File: src/rtl/sbsc_pkg.sv
// sbsc_pkg: shared constants and types for the bank state command checker
// assumes a 25 MHz command clock and four banks selected by a two-bit bank address
package sbsc_pkg;

  // ----------------------------------------------------------------
  // geometry
  // ----------------------------------------------------------------
  localparam int unsigned NUM_BANKS = 4;  // banks selected by ba
  localparam int unsigned BA_W      = 2;  // bank address width
  localparam int unsigned CA_W      = 10; // column address width

  // ----------------------------------------------------------------
  // timing, printed figures in ns and derived cycle counts
  // ----------------------------------------------------------------
  localparam int unsigned CLK_PERIOD_NS                = 40;
  localparam int unsigned PRECHARGE_PERIOD_NS          = 20;
  localparam int unsigned ACTIVATE_TO_COLUMN_DELAY_NS  = 20;
  localparam int unsigned WRITE_RECOVERY_TIME_NS       = 15;
  localparam int unsigned LAST_DATA_TO_COMMAND_DELAY_NS = 15;
  localparam int unsigned REFRESH_CYCLE_NS             = 80;
  localparam int unsigned MODE_SET_DELAY_NS            = 15;
  localparam int unsigned POWER_DOWN_EXIT_NS           = 10;
  localparam int unsigned SELF_REFRESH_EXIT_NS         = 80;
  localparam int unsigned BURST_CYCLES                 = 2;
  // least times round up, never below one cycle
  localparam int unsigned PRECHARGE_CYC = (PRECHARGE_PERIOD_NS + CLK_PERIOD_NS - 1) / CLK_PERIOD_NS;
  localparam int unsigned ACT_COL_CYC   = (ACTIVATE_TO_COLUMN_DELAY_NS + CLK_PERIOD_NS - 1) / CLK_PERIOD_NS;
  localparam int unsigned WR_REC_CYC    = (WRITE_RECOVERY_TIME_NS + CLK_PERIOD_NS - 1) / CLK_PERIOD_NS;
  localparam int unsigned REFRESH_CYC   = (REFRESH_CYCLE_NS + CLK_PERIOD_NS - 1) / CLK_PERIOD_NS;
  localparam int unsigned MODE_SET_CYC  = (MODE_SET_DELAY_NS + CLK_PERIOD_NS - 1) / CLK_PERIOD_NS;
  localparam int unsigned PD_EXIT_CYC   = (POWER_DOWN_EXIT_NS + CLK_PERIOD_NS - 1) / CLK_PERIOD_NS;
  localparam int unsigned SR_EXIT_CYC   = (SELF_REFRESH_EXIT_NS + CLK_PERIOD_NS - 1) / CLK_PERIOD_NS;
  localparam int unsigned CNT_W         = 4;

  // ----------------------------------------------------------------
  // command codes {cs_n, ras_n, cas_n, we_n}
  // ----------------------------------------------------------------
  localparam logic [3:0] CMD_MRS  = 4'h0;
  localparam logic [3:0] CMD_REF  = 4'h1;
  localparam logic [3:0] CMD_PRE  = 4'h2;
  localparam logic [3:0] CMD_ACT  = 4'h3;
  localparam logic [3:0] CMD_WR   = 4'h4;
  localparam logic [3:0] CMD_RD   = 4'h5;
  localparam logic [3:0] CMD_BST  = 4'h6;
  localparam logic [3:0] CMD_NOP  = 4'h7;
  localparam logic [3:0] CMD_DESL = 4'h8;

  // ----------------------------------------------------------------
  // per bank state, one-hot
  // ----------------------------------------------------------------
  typedef enum logic [6:0] {
    SBSC_BK_IDLE = 7'h01,  // precharged
    SBSC_BK_PRE  = 7'h02,  // precharge running
    SBSC_BK_ACTG = 7'h04,  // row activating
    SBSC_BK_ACT  = 7'h08,  // row open
    SBSC_BK_RD   = 7'h10,  // read burst
    SBSC_BK_WR   = 7'h20,  // write burst
    SBSC_BK_WREC = 7'h40   // write recovering
  } sbsc_bank_t;

  // device wide state, one-hot
  typedef enum logic [5:0] {
    SBSC_DV_NORM = 6'h01,  // banks run on their own
    SBSC_DV_REF  = 6'h02,  // auto refresh running
    SBSC_DV_MRS  = 6'h04,  // mode register set running
    SBSC_DV_PD   = 6'h08,  // power down
    SBSC_DV_SR   = 6'h10,  // self refresh
    SBSC_DV_EXIT = 6'h20   // exit delay to idle
  } sbsc_dev_t;

endpackage : sbsc_pkg

File: src/rtl/sbsc_if.sv
// sbsc_if: command pins between controller and memory device
// assumes both ends share clk; the testbench owns the wires
`timescale 1ns/1ns
interface sbsc_if (input wire logic clk);
  import sbsc_pkg::*;
  logic                cke;     // clock enable
  logic                cs_n;    // chip select
  logic                ras_n;   // row strobe
  logic                cas_n;   // column strobe
  logic                we_n;    // write enable
  logic [BA_W-1:0]     ba;      // bank address
  logic                a10;     // auto-close / all-banks bit
  logic [CA_W-1:0]     addr;    // column or row address

  modport ctrl (output cke, output cs_n, output ras_n, output cas_n, output we_n,
                output ba, output a10, output addr);
  modport dev  (input cke, input cs_n, input ras_n, input cas_n, input we_n,
                input ba, input a10, input addr);
endinterface : sbsc_if

File: src/rtl/sbsc_device.sv
// sbsc_device: bank state tracker and command interpreter of the memory device
// assumes pins come from a controller clocked on clk; pins pass a single register stage
`timescale 1ns/1ns

// Behaviour
// illegal applies only to addressed bank
// precharge to precharging bank is nop
// precharge to idle/precharging bank may precharge
// no column/row command before activate delay
// write recovery accepts only new write
// refresh and mode set need all idle
// only nop during refresh or mode set
// table used only with cke high twice
// self refresh/power down from all idle
// idle with low previous cke is power down
// cke rise leaves power down after delay
// self refresh exit needs nop or deselect
// wait setup interval after self refresh exit
// burst interrupts respect bus spacing
// illegal commands are never issued; sbsc_ctrl passes any requested command on and sbsc_device only flags it
// read/write latch column, a10 selects auto-close
module sbsc_device
  import sbsc_pkg::*;
(
  // clock and reset
  input  wire logic                  clk,
  input  wire logic                  rst,
  // command pins
  sbsc_if.dev                        pins,
  // user side status
  output logic [NUM_BANKS*7-1:0]     bank_state,
  output logic [5:0]                 dev_state,
  output logic                       illegal_cmd,
  output logic                       col_strobe,
  output logic                       col_write,
  output logic                       col_auto_close,
  output logic [BA_W-1:0]            col_bank,
  output logic [CA_W-1:0]            col_addr
);

  // ----------------------------------------------------------------
  // pin register; controller shares clk, so no synchroniser
  // ----------------------------------------------------------------
  localparam int unsigned PW = 5 + BA_W + 1 + CA_W;
  logic [PW-1:0] pin_ff;                // registered pin values

  // one stage only: an agreement filter would swallow one-cycle commands
  always_ff @(posedge clk or posedge rst) begin
    if (rst) begin
      pin_ff <= {1'b1, CMD_DESL, (PW-5)'(0)};
    end else begin
      pin_ff <= {pins.cke, pins.cs_n, pins.ras_n, pins.cas_n, pins.we_n, pins.ba, pins.a10, pins.addr};
    end
  end

  // decoded fields
  logic            cke_n;      // current cke
  logic            cke_prev_ff;// cke one cycle ago
  logic [3:0]      cmd;        // {cs_n, ras_n, cas_n, we_n}
  logic [BA_W-1:0] ba;
  logic            a10;
  logic [CA_W-1:0] addr;
  assign cke_n = pin_ff[PW-1];
  assign cmd   = pin_ff[PW-2 -: 4];
  assign ba    = pin_ff[CA_W+1 +: BA_W];
  assign a10   = pin_ff[CA_W];
  assign addr  = pin_ff[CA_W-1:0];

  // previous cke for transition decode
  always_ff @(posedge clk or posedge rst) begin
    if (rst) begin
      cke_prev_ff <= 1'b1;
    end else begin
      cke_prev_ff <= cke_n;
    end
  end

  // deselect folds into nop
  logic [3:0] ecmd;
  assign ecmd = cmd[3] ? CMD_NOP : cmd;

  // ----------------------------------------------------------------
  // device wide state
  // ----------------------------------------------------------------
  sbsc_dev_t        dev_ff, nxt_dev;
  logic [CNT_W-1:0] dcnt_ff, nxt_dcnt;
  logic             all_idle;      // every bank idle
  logic             table_on;      // cke high both cycles
  logic             dev_illegal;   // device level illegal
  logic [NUM_BANKS-1:0] bk_idle;

  assign all_idle = &bk_idle;
  // decode table only with steady high cke
  assign table_on = (dev_ff == SBSC_DV_NORM) && cke_prev_ff && cke_n;

  // next device state from cke history and command
  always_comb begin
    nxt_dev     = dev_ff;
    nxt_dcnt    = (dcnt_ff != '0) ? dcnt_ff - 1'b1 : dcnt_ff;
    dev_illegal = 1'b0;
    unique case (dev_ff)
      SBSC_DV_NORM: begin
        if (cke_prev_ff && !cke_n) begin
          // entry only with all banks idle
          if (!all_idle) dev_illegal = 1'b1;
          else if (ecmd == CMD_REF) nxt_dev = SBSC_DV_SR;
          else if (ecmd == CMD_NOP) nxt_dev = SBSC_DV_PD;
          else dev_illegal = 1'b1;
        end else if (!cke_prev_ff && all_idle) begin
          // low previous cke while idle acts as power down
          if (cke_n) begin
            nxt_dev  = SBSC_DV_EXIT;
            nxt_dcnt = CNT_W'(PD_EXIT_CYC);
          end else begin
            nxt_dev = SBSC_DV_PD;
          end
        end else if (table_on && (ecmd == CMD_REF || ecmd == CMD_MRS)) begin
          // refresh and mode set only with all idle
          if (!all_idle) begin
            dev_illegal = 1'b1;
          end else begin
            nxt_dev  = (ecmd == CMD_REF) ? SBSC_DV_REF : SBSC_DV_MRS;
            nxt_dcnt = (ecmd == CMD_REF) ? CNT_W'(REFRESH_CYC) : CNT_W'(MODE_SET_CYC);
          end
        end
      end
      SBSC_DV_REF, SBSC_DV_MRS: begin
        // anything but nop is flagged while busy
        if (ecmd != CMD_NOP) dev_illegal = 1'b1;
        if (dcnt_ff <= CNT_W'(1)) nxt_dev = SBSC_DV_NORM;
      end
      SBSC_DV_PD: begin
        // cke rise leaves power down, inputs ignored otherwise
        if (cke_n) begin
          nxt_dev  = SBSC_DV_EXIT;
          nxt_dcnt = CNT_W'(PD_EXIT_CYC);
        end
      end
      SBSC_DV_SR: begin
        // any command exits on cke rise; anything but nop or deselect is flagged
        if (cke_n) begin
          if (ecmd != CMD_NOP) dev_illegal = 1'b1;
          nxt_dev  = SBSC_DV_EXIT;
          // setup interval before next command
          nxt_dcnt = CNT_W'(SR_EXIT_CYC);
        end
      end
      SBSC_DV_EXIT: begin
        if (ecmd != CMD_NOP) dev_illegal = 1'b1;
        if (dcnt_ff <= CNT_W'(1)) nxt_dev = SBSC_DV_NORM;
      end
      default: nxt_dev = SBSC_DV_NORM;
    endcase
  end

  // device state registers
  always_ff @(posedge clk or posedge rst) begin
    if (rst) begin
      dev_ff  <= SBSC_DV_NORM;
      dcnt_ff <= '0;
    end else begin
      dev_ff  <= nxt_dev;
      dcnt_ff <= nxt_dcnt;
    end
  end

  // ----------------------------------------------------------------
  // per bank state machines
  // ----------------------------------------------------------------
  logic [NUM_BANKS-1:0] bk_illegal;
  sbsc_bank_t           bk_ff [NUM_BANKS];

  genvar g;
  generate
    for (g = 0; g < NUM_BANKS; g++) begin : g_bank
      sbsc_bank_t       nxt_bk;
      logic [CNT_W-1:0] cnt_ff, nxt_cnt;
      logic             hit;     // command addressed to this bank
      logic             pre_hit; // precharge reaching this bank
      logic             ill;
      logic             ac_ff;   // auto-close taken with column command

      assign hit     = table_on && (ba == BA_W'(g));
      assign pre_hit = table_on && (ecmd == CMD_PRE) && (a10 || ba == BA_W'(g));
      assign bk_idle[g] = (bk_ff[g] == SBSC_BK_IDLE);

      // bank transitions; illegal only for the addressed bank
      always_comb begin
        nxt_bk  = bk_ff[g];
        nxt_cnt = (cnt_ff != '0) ? cnt_ff - 1'b1 : cnt_ff;
        ill     = 1'b0;
        unique case (bk_ff[g])
          SBSC_BK_IDLE: begin
            // precharge to idle bank starts a new precharge (see below)
            if (hit && ecmd == CMD_ACT) begin
              nxt_bk  = SBSC_BK_ACTG;
              nxt_cnt = CNT_W'(ACT_COL_CYC);
            end else if (hit && (ecmd == CMD_RD || ecmd == CMD_WR || ecmd == CMD_BST)) begin
              ill = 1'b1;
            end
          end
          SBSC_BK_PRE: begin
            // precharge again is nop; idle after precharge period
            if (hit && ecmd != CMD_NOP && ecmd != CMD_PRE && ecmd != CMD_REF && ecmd != CMD_MRS) ill = 1'b1;
            if (cnt_ff <= CNT_W'(1)) nxt_bk = SBSC_BK_IDLE;
          end
          SBSC_BK_ACTG: begin
            // nothing to this bank before activate delay
            if (hit && ecmd != CMD_NOP && ecmd != CMD_REF && ecmd != CMD_MRS) ill = 1'b1;
            if (cnt_ff <= CNT_W'(1)) nxt_bk = SBSC_BK_ACT;
          end
          SBSC_BK_ACT, SBSC_BK_RD, SBSC_BK_WR: begin
            if (!(bk_ff[g] == SBSC_BK_ACT) && cnt_ff <= CNT_W'(1)) begin
              nxt_bk  = (bk_ff[g] == SBSC_BK_WR) ? SBSC_BK_WREC : SBSC_BK_ACT;
              nxt_cnt = CNT_W'(WR_REC_CYC);
              // read with auto-close precharges at burst end
              if (bk_ff[g] == SBSC_BK_RD && ac_ff) begin
                nxt_bk  = SBSC_BK_PRE;
                nxt_cnt = CNT_W'(PRECHARGE_CYC);
              end
            end
            // column command starts a burst
            if (hit && (ecmd == CMD_RD || ecmd == CMD_WR)) begin
              if (bk_ff[g] == SBSC_BK_RD && ecmd == CMD_WR) ill = 1'b1;
              else begin
                nxt_bk  = (ecmd == CMD_RD) ? SBSC_BK_RD : SBSC_BK_WR;
                nxt_cnt = CNT_W'(BURST_CYCLES);
              end
            end else if (hit && ecmd == CMD_ACT) begin
              ill = 1'b1;
            end else if (hit && ecmd == CMD_BST && bk_ff[g] == SBSC_BK_WR) begin
              ill = 1'b1;
            end else if (hit && ecmd == CMD_BST && bk_ff[g] == SBSC_BK_RD) begin
              nxt_bk = SBSC_BK_ACT;
            end
          end
          SBSC_BK_WREC: begin
            // only a new write is accepted in recovery
            if (hit && ecmd == CMD_WR) begin
              nxt_bk  = SBSC_BK_WR;
              nxt_cnt = CNT_W'(BURST_CYCLES);
            end else if (hit && ecmd != CMD_NOP && ecmd != CMD_REF && ecmd != CMD_MRS) begin
              ill = 1'b1;
            end else if (cnt_ff <= CNT_W'(1)) begin
              // write with auto-close precharges after recovery
              nxt_bk  = ac_ff ? SBSC_BK_PRE : SBSC_BK_ACT;
              nxt_cnt = CNT_W'(PRECHARGE_CYC);
            end
          end
          default: nxt_bk = SBSC_BK_IDLE;
        endcase
        // precharge closes an active, reading or writing bank, or precharges an idle one again
        if (pre_hit && !ill && (bk_ff[g] == SBSC_BK_ACT || bk_ff[g] == SBSC_BK_RD
            || bk_ff[g] == SBSC_BK_WR || bk_ff[g] == SBSC_BK_IDLE)) begin
          nxt_bk  = SBSC_BK_PRE;
          nxt_cnt = CNT_W'(PRECHARGE_CYC);
        end
      end

      // bank state registers
      always_ff @(posedge clk or posedge rst) begin
        if (rst) begin
          bk_ff[g] <= SBSC_BK_IDLE;
          cnt_ff   <= '0;
        end else begin
          bk_ff[g] <= nxt_bk;
          cnt_ff   <= nxt_cnt;
        end
      end

      // auto-close bit kept from each accepted column command
      always_ff @(posedge clk or posedge rst) begin
        if (rst) begin
          ac_ff <= 1'b0;
        end else if (hit && (ecmd == CMD_RD || ecmd == CMD_WR) && !ill) begin
          ac_ff <= a10;
        end
      end

      assign bk_illegal[g] = ill;
    end
  endgenerate

  // ----------------------------------------------------------------
  // outputs, all registered
  // ----------------------------------------------------------------
  // illegal flag and column strobe follow the decode by one cycle; bank and device state follow their state registers by one cycle
  always_ff @(posedge clk or posedge rst) begin
    if (rst) begin
      bank_state     <= {NUM_BANKS{7'(SBSC_BK_IDLE)}};
      dev_state      <= 6'(SBSC_DV_NORM);
      illegal_cmd    <= 1'b0;
      col_strobe     <= 1'b0;
      col_write      <= 1'b0;
      col_auto_close <= 1'b0;
      col_bank       <= '0;
      col_addr       <= '0;
    end else begin
      for (int i = 0; i < NUM_BANKS; i++) bank_state[i*7 +: 7] <= bk_ff[i];
      dev_state      <= dev_ff;
      illegal_cmd    <= dev_illegal | (|bk_illegal);
      // latch column and auto-close bit
      col_strobe     <= table_on && (ecmd == CMD_RD || ecmd == CMD_WR) && !bk_illegal[ba];
      col_write      <= (ecmd == CMD_WR);
      col_auto_close <= a10;
      col_bank       <= ba;
      col_addr       <= addr;
    end
  end

endmodule : sbsc_device

File: src/flat_wrapper.sv
// flat-port wrapper written by rule: the top's interface ports become plain ports
module sbsc_device_flat import sbsc_pkg::*;
  (clk, rst, bank_state, dev_state, illegal_cmd, col_strobe, col_write, col_auto_close, col_bank, col_addr, pins_cke, pins_cs_n, pins_ras_n, pins_cas_n, pins_we_n, pins_ba, pins_a10, pins_addr);
  sbsc_if pins_i (.clk(clk));
  input  wire logic clk;
  input  wire logic rst;
  output logic [NUM_BANKS*7-1:0] bank_state;
  output logic [5:0] dev_state;
  output logic illegal_cmd;
  output logic col_strobe;
  output logic col_write;
  output logic col_auto_close;
  output logic [BA_W-1:0] col_bank;
  output logic [CA_W-1:0] col_addr;
  input wire logic [$bits(pins_i.cke)-1:0] pins_cke;
  input wire logic [$bits(pins_i.cs_n)-1:0] pins_cs_n;
  input wire logic [$bits(pins_i.ras_n)-1:0] pins_ras_n;
  input wire logic [$bits(pins_i.cas_n)-1:0] pins_cas_n;
  input wire logic [$bits(pins_i.we_n)-1:0] pins_we_n;
  input wire logic [$bits(pins_i.ba)-1:0] pins_ba;
  input wire logic [$bits(pins_i.a10)-1:0] pins_a10;
  input wire logic [$bits(pins_i.addr)-1:0] pins_addr;
  assign pins_i.cke = pins_cke;
  assign pins_i.cs_n = pins_cs_n;
  assign pins_i.ras_n = pins_ras_n;
  assign pins_i.cas_n = pins_cas_n;
  assign pins_i.we_n = pins_we_n;
  assign pins_i.ba = pins_ba;
  assign pins_i.a10 = pins_a10;
  assign pins_i.addr = pins_addr;
  sbsc_device u_core (.clk(clk), .rst(rst), .pins(pins_i), .bank_state(bank_state), .dev_state(dev_state), .illegal_cmd(illegal_cmd), .col_strobe(col_strobe), .col_write(col_write), .col_auto_close(col_auto_close), .col_bank(col_bank), .col_addr(col_addr));
endmodule
File: config.mk
export PLATFORM = sky130hd
export DESIGN_NAME = sbsc_device_flat
export DESIGN_NICKNAME = d
export VERILOG_FILES = /design/src/rtl/sbsc_pkg.sv /design/src/rtl/sbsc_if.sv /design/src/rtl/sbsc_device.sv /design/src/flat_wrapper.sv
export SDC_FILE = /design/constraint.sdc
export NUM_CORES = 1
export LEC_CHECK = 0
export BUFFER_PORTS_ARGS = -buffer_cell sky130_fd_sc_hd__buf_2
export CAP_MARGIN = 10
export CORE_MARGIN = 2
export CORE_UTILIZATION = 60
export CTS_CLUSTER_SIZE = 16
export DETAILED_ROUTE_END_ITERATION = 12
export PLACE_DENSITY = 0.83
export SYNTH_ARGS = -nofsm -noshare
export SYNTH_HDL_FRONTEND = slang
export SYNTH_SLANG_ARGS = --single-unit
File: constraint.sdc
create_clock -name clk -period 6.3 [get_ports clk]
set_input_delay 0.63 -clock clk [delete_from_list [all_inputs] [get_ports clk]]
set_output_delay 0.63 -clock clk [all_outputs]
set_load 0.01 [all_outputs]
==> results.md <==
- Wirelength, routed: between 15,000 and 20,000 um
- Final net count: 826
- Post-synth cell types: 73
- Top layer in use: met4
- Post-CTS Hold Fix Bufs: 0
- Pleak: approximately 3.6 nW
- Slew @ Worst Pin: 1.115 ns
- Final Hold Viols: 0
- Fmax: 296.6 MHz
- Fin area: a little under 8000 um2
- Max VDD drop: 0.3029 mV
- Kind of critical path: reg2reg
- Hold EP: u_core.pin_ff[17]$_DFF_PP1_
- Status: completed
- Die area: ~12,000 um2
- Core Util, Final: 70.55%
- Area grow syn2layout: 15.96%
- Post-CTS resize count: 0
- Initial antenna violation count: 0
- Crit-path cells: or4b_2 -> nor4_1 -> o221ai_1 -> a2bb2oi_1 -> o22ai_1 -> or4_1
- Max_cap viols: 0
- Max Slew Vio Count: 0
- Initial core utilization: 60.84%
- Post-route setup TNS: 0 ns
- Hold path cells: 1
- Final Worst Setup Slack: 2.929 ns
- Worst hold path startpoint: pins_cke
- Via density: 6.701
- Avg WL per Cell: 19.55 um
- YS warnings: 0
- Slew headroom: 24.98%
- Asr flop ratio synth: 100.0%
- Core area: 11,270 um2
- Via count: 6,346
- Routed length on met3: roughly 1600 um
- Worst reg2reg path startpoint: u_core.pin_ff[13]$_DFF_PP0_
- GP Congestion: 0.9664
- Gr usage total: a little under a third
- Clock slew at reported path FFs: 0.06 ns
- FF-to-FF End: u_core.illegal_cmd$_DFF_PP0_
- Wire length on met2: 8826 um
- ANT cells: 0
- Worst min-delay path category: in2reg
- Final setup vio count: 0
- Die H: 110.9 um
- Cell Pwr Density: 404.3 nW/um2
- Clk_lat worst skew: 0.42 ns
- Synthesized area: 6858 um2
- Clock sinks: 127
- Crit path DAT: 3.66 ns
- IO Pins: 70
- Die width: 110.9 um
- Nature of the critical path endpoint: register
- Mapped Cells: 723
- Unrepaired setup endpoints after global routing: no
- Final period util: between 50% and 60%
- Total CTS buffers: 17
- # rows: 39
- Worst EP required: approximately 6.6 ns
- H-tree lvl count: 4
- HPWL after detailed placement: 12,730 um
- CP max stage delay: 0.90 ns
- Mean Syn Cell Area: around 9.5 um2
- Seq/Total Area, Yosys: 46.58%
- Max Fanout on Critical Path: 17
- Pre-CTS WS: between 2 and 3 ns
- CP startpoint kind: register
- Cell count of the worst reg-to-reg path: 6
- Clock period minus worst slack: around 3.4 ns
- First-pass GRT wire length: 30,260 um
- Post-synthesis register bit count: approximately 130
- I/O Buffers: 69
- Initial drt markers: 704
- DRC violation count after routing: 0
- Placed inst area: 7306 um2
- CTS tree: built
- CP max stage cell: or4b_2
- Beginning of the critical path: u_core.pin_ff[13]$_DFF_PP0_
- Synth Flop Type: dfrtp_1
- Post-synth net total: 758
- DRT met1 WL: roughly 7500 um
- Final clock skew: 0.007713 ns
- CTS Buffer Depth: 2
- Reg-to-reg slack, setup: 2.93 ns
- Post-route ant nets: 0
- Worst Hold Slack: 0.3103 ns
- Vias in the first global route: 6,014
- Setup bufs post-CTS: 0
- Post-synth EDFFs: 0
- Filler cell count: between 800 and 900
- Root buf cell: clkbuf_16
- GRT overflow: 0
- DRT Pass-1 Iters: 6
- Share of layout cells above drive strength 1: 18.41%
- Largest net degree at the start of global routing: 76
==> worst max-delay path by stage <==
stage	end	slack [ns]	depth (start not counted)
2_1_floorplan	u_core.bank_state[10]$_DFF_PP0_	2.31	1
3_3_place_gp	u_core.illegal_cmd$_DFF_PP0_	3.11	6
3_5_place_dp	u_core.illegal_cmd$_DFF_PP0_	2.98	6
4_1_cts	u_core.illegal_cmd$_DFF_PP0_	2.99	6
5_1_grt	u_core.bk_ff[17]$_DFFE_PP0P_	2.78	6
6_report	u_core.illegal_cmd$_DFF_PP0_	2.93	6
==> area by class of cell <==
type / count / area [um2] / area share, %
Sequential cell: 127 / 3194 / 40.17
Inverter: 26 / 100.1 / 1.259
Tap cell: 143 / 178.9 / 2.250
Clock inverter: 12 / 185.2 / 2.329
Clock buffer: 20 / 456.7 / 5.743
Timing Repair Buffer: 72 / 365.4 / 4.594
Multi-Input combinational cell: 547 / 3472 / 43.66
==> kinds of logic after synthesis <==
group           Yosys count  synth area share [%]
mux                      11                 1.752
flops                   127                 46.58
xor+xnor                 15                 1.916
simple gates            305                 24.34
buf+inv                  49                 2.791
compound gates          201                 19.89
fa+ha+maj                15                 2.737
==> worst max-delay path, delay by kind of cell, from the launching register on <==
kind	cells	cell delay, ns
DFF	1	0.58
AOI/OAI and AO/OA	3	0.62
and+or+nand+nor	3	2.04
==> through the flow <==
step / power, mW / instances
floorplan: 1.862 / 723
global placement: 2.099 / 914
detailed placement: 2.129 / 914
CTS: 3.202 / 946
global route: 3.401 / 947
finish: 3.215 / 947
==> per-layer routing <==
layer,track usage [%],up-vias
li1,-,2836
met1,39.95,3056
met2,49.41,384
met3,6.834,70
met4,13.00,0
met5,0,-
==> sequential cells by signal (all words and copies together) (netlist names), 6 cells and up <==
name and cells:
u_core.bank_state 28, u_core.bk_ff 28, u_core.col_addr 10, u_core.dev_ff 6, u_core.dev_state 6, u_core.g_bank.cnt_ff 16, u_core.pin_ff 18
==> power breakdown <==
group,total [mW],switching (mW),internal (mW)
logic,1.06,0.644,0.416
registers,1.10,0.135,0.966
clock network,1.05,0.368,0.686
==> synth_stat cells (11+ instances only) <==
master | n | share of area (%)
a21oi_1 | 40 | 2.9
a31oi_1 | 11 | 1.0
and2_1 | 13 | 1.2
clkbuf_1 | 21 | 1.1
dfrtp_1 | 114 | 42
dfstp_2 | 13 | 5.0
ha_1 | 15 | 2.7
inv_1 | 26 | 1.4
nand2_1 | 51 | 2.8
nand2b_1 | 19 | 1.7
nand3_1 | 17 | 1.2
nor2_1 | 62 | 3.4
nor2b_1 | 14 | 1.3
nor3_1 | 34 | 2.5
nor4_1 | 18 | 1.6
o211ai_1 | 12 | 1.3
o21ai_0 | 47 | 3.4
or3_1 | 11 | 1.0
==> cell usage in the layout (no fill, tap or decap), types with 18 or more instances in the layout <==
| cell | count |
|---|---|
| dfrtp_1 | 114 |
| buf_2 | 69 |
| nor2_1 | 62 |
| nand2_1 | 51 |
| o21ai_0 | 47 |
| a21oi_1 | 40 |
| nor3_1 | 34 |
| inv_1 | 25 |
| nand2b_1 | 19 |
| nor4_1 | 18 |
Power figures use the tool's default switching activity.
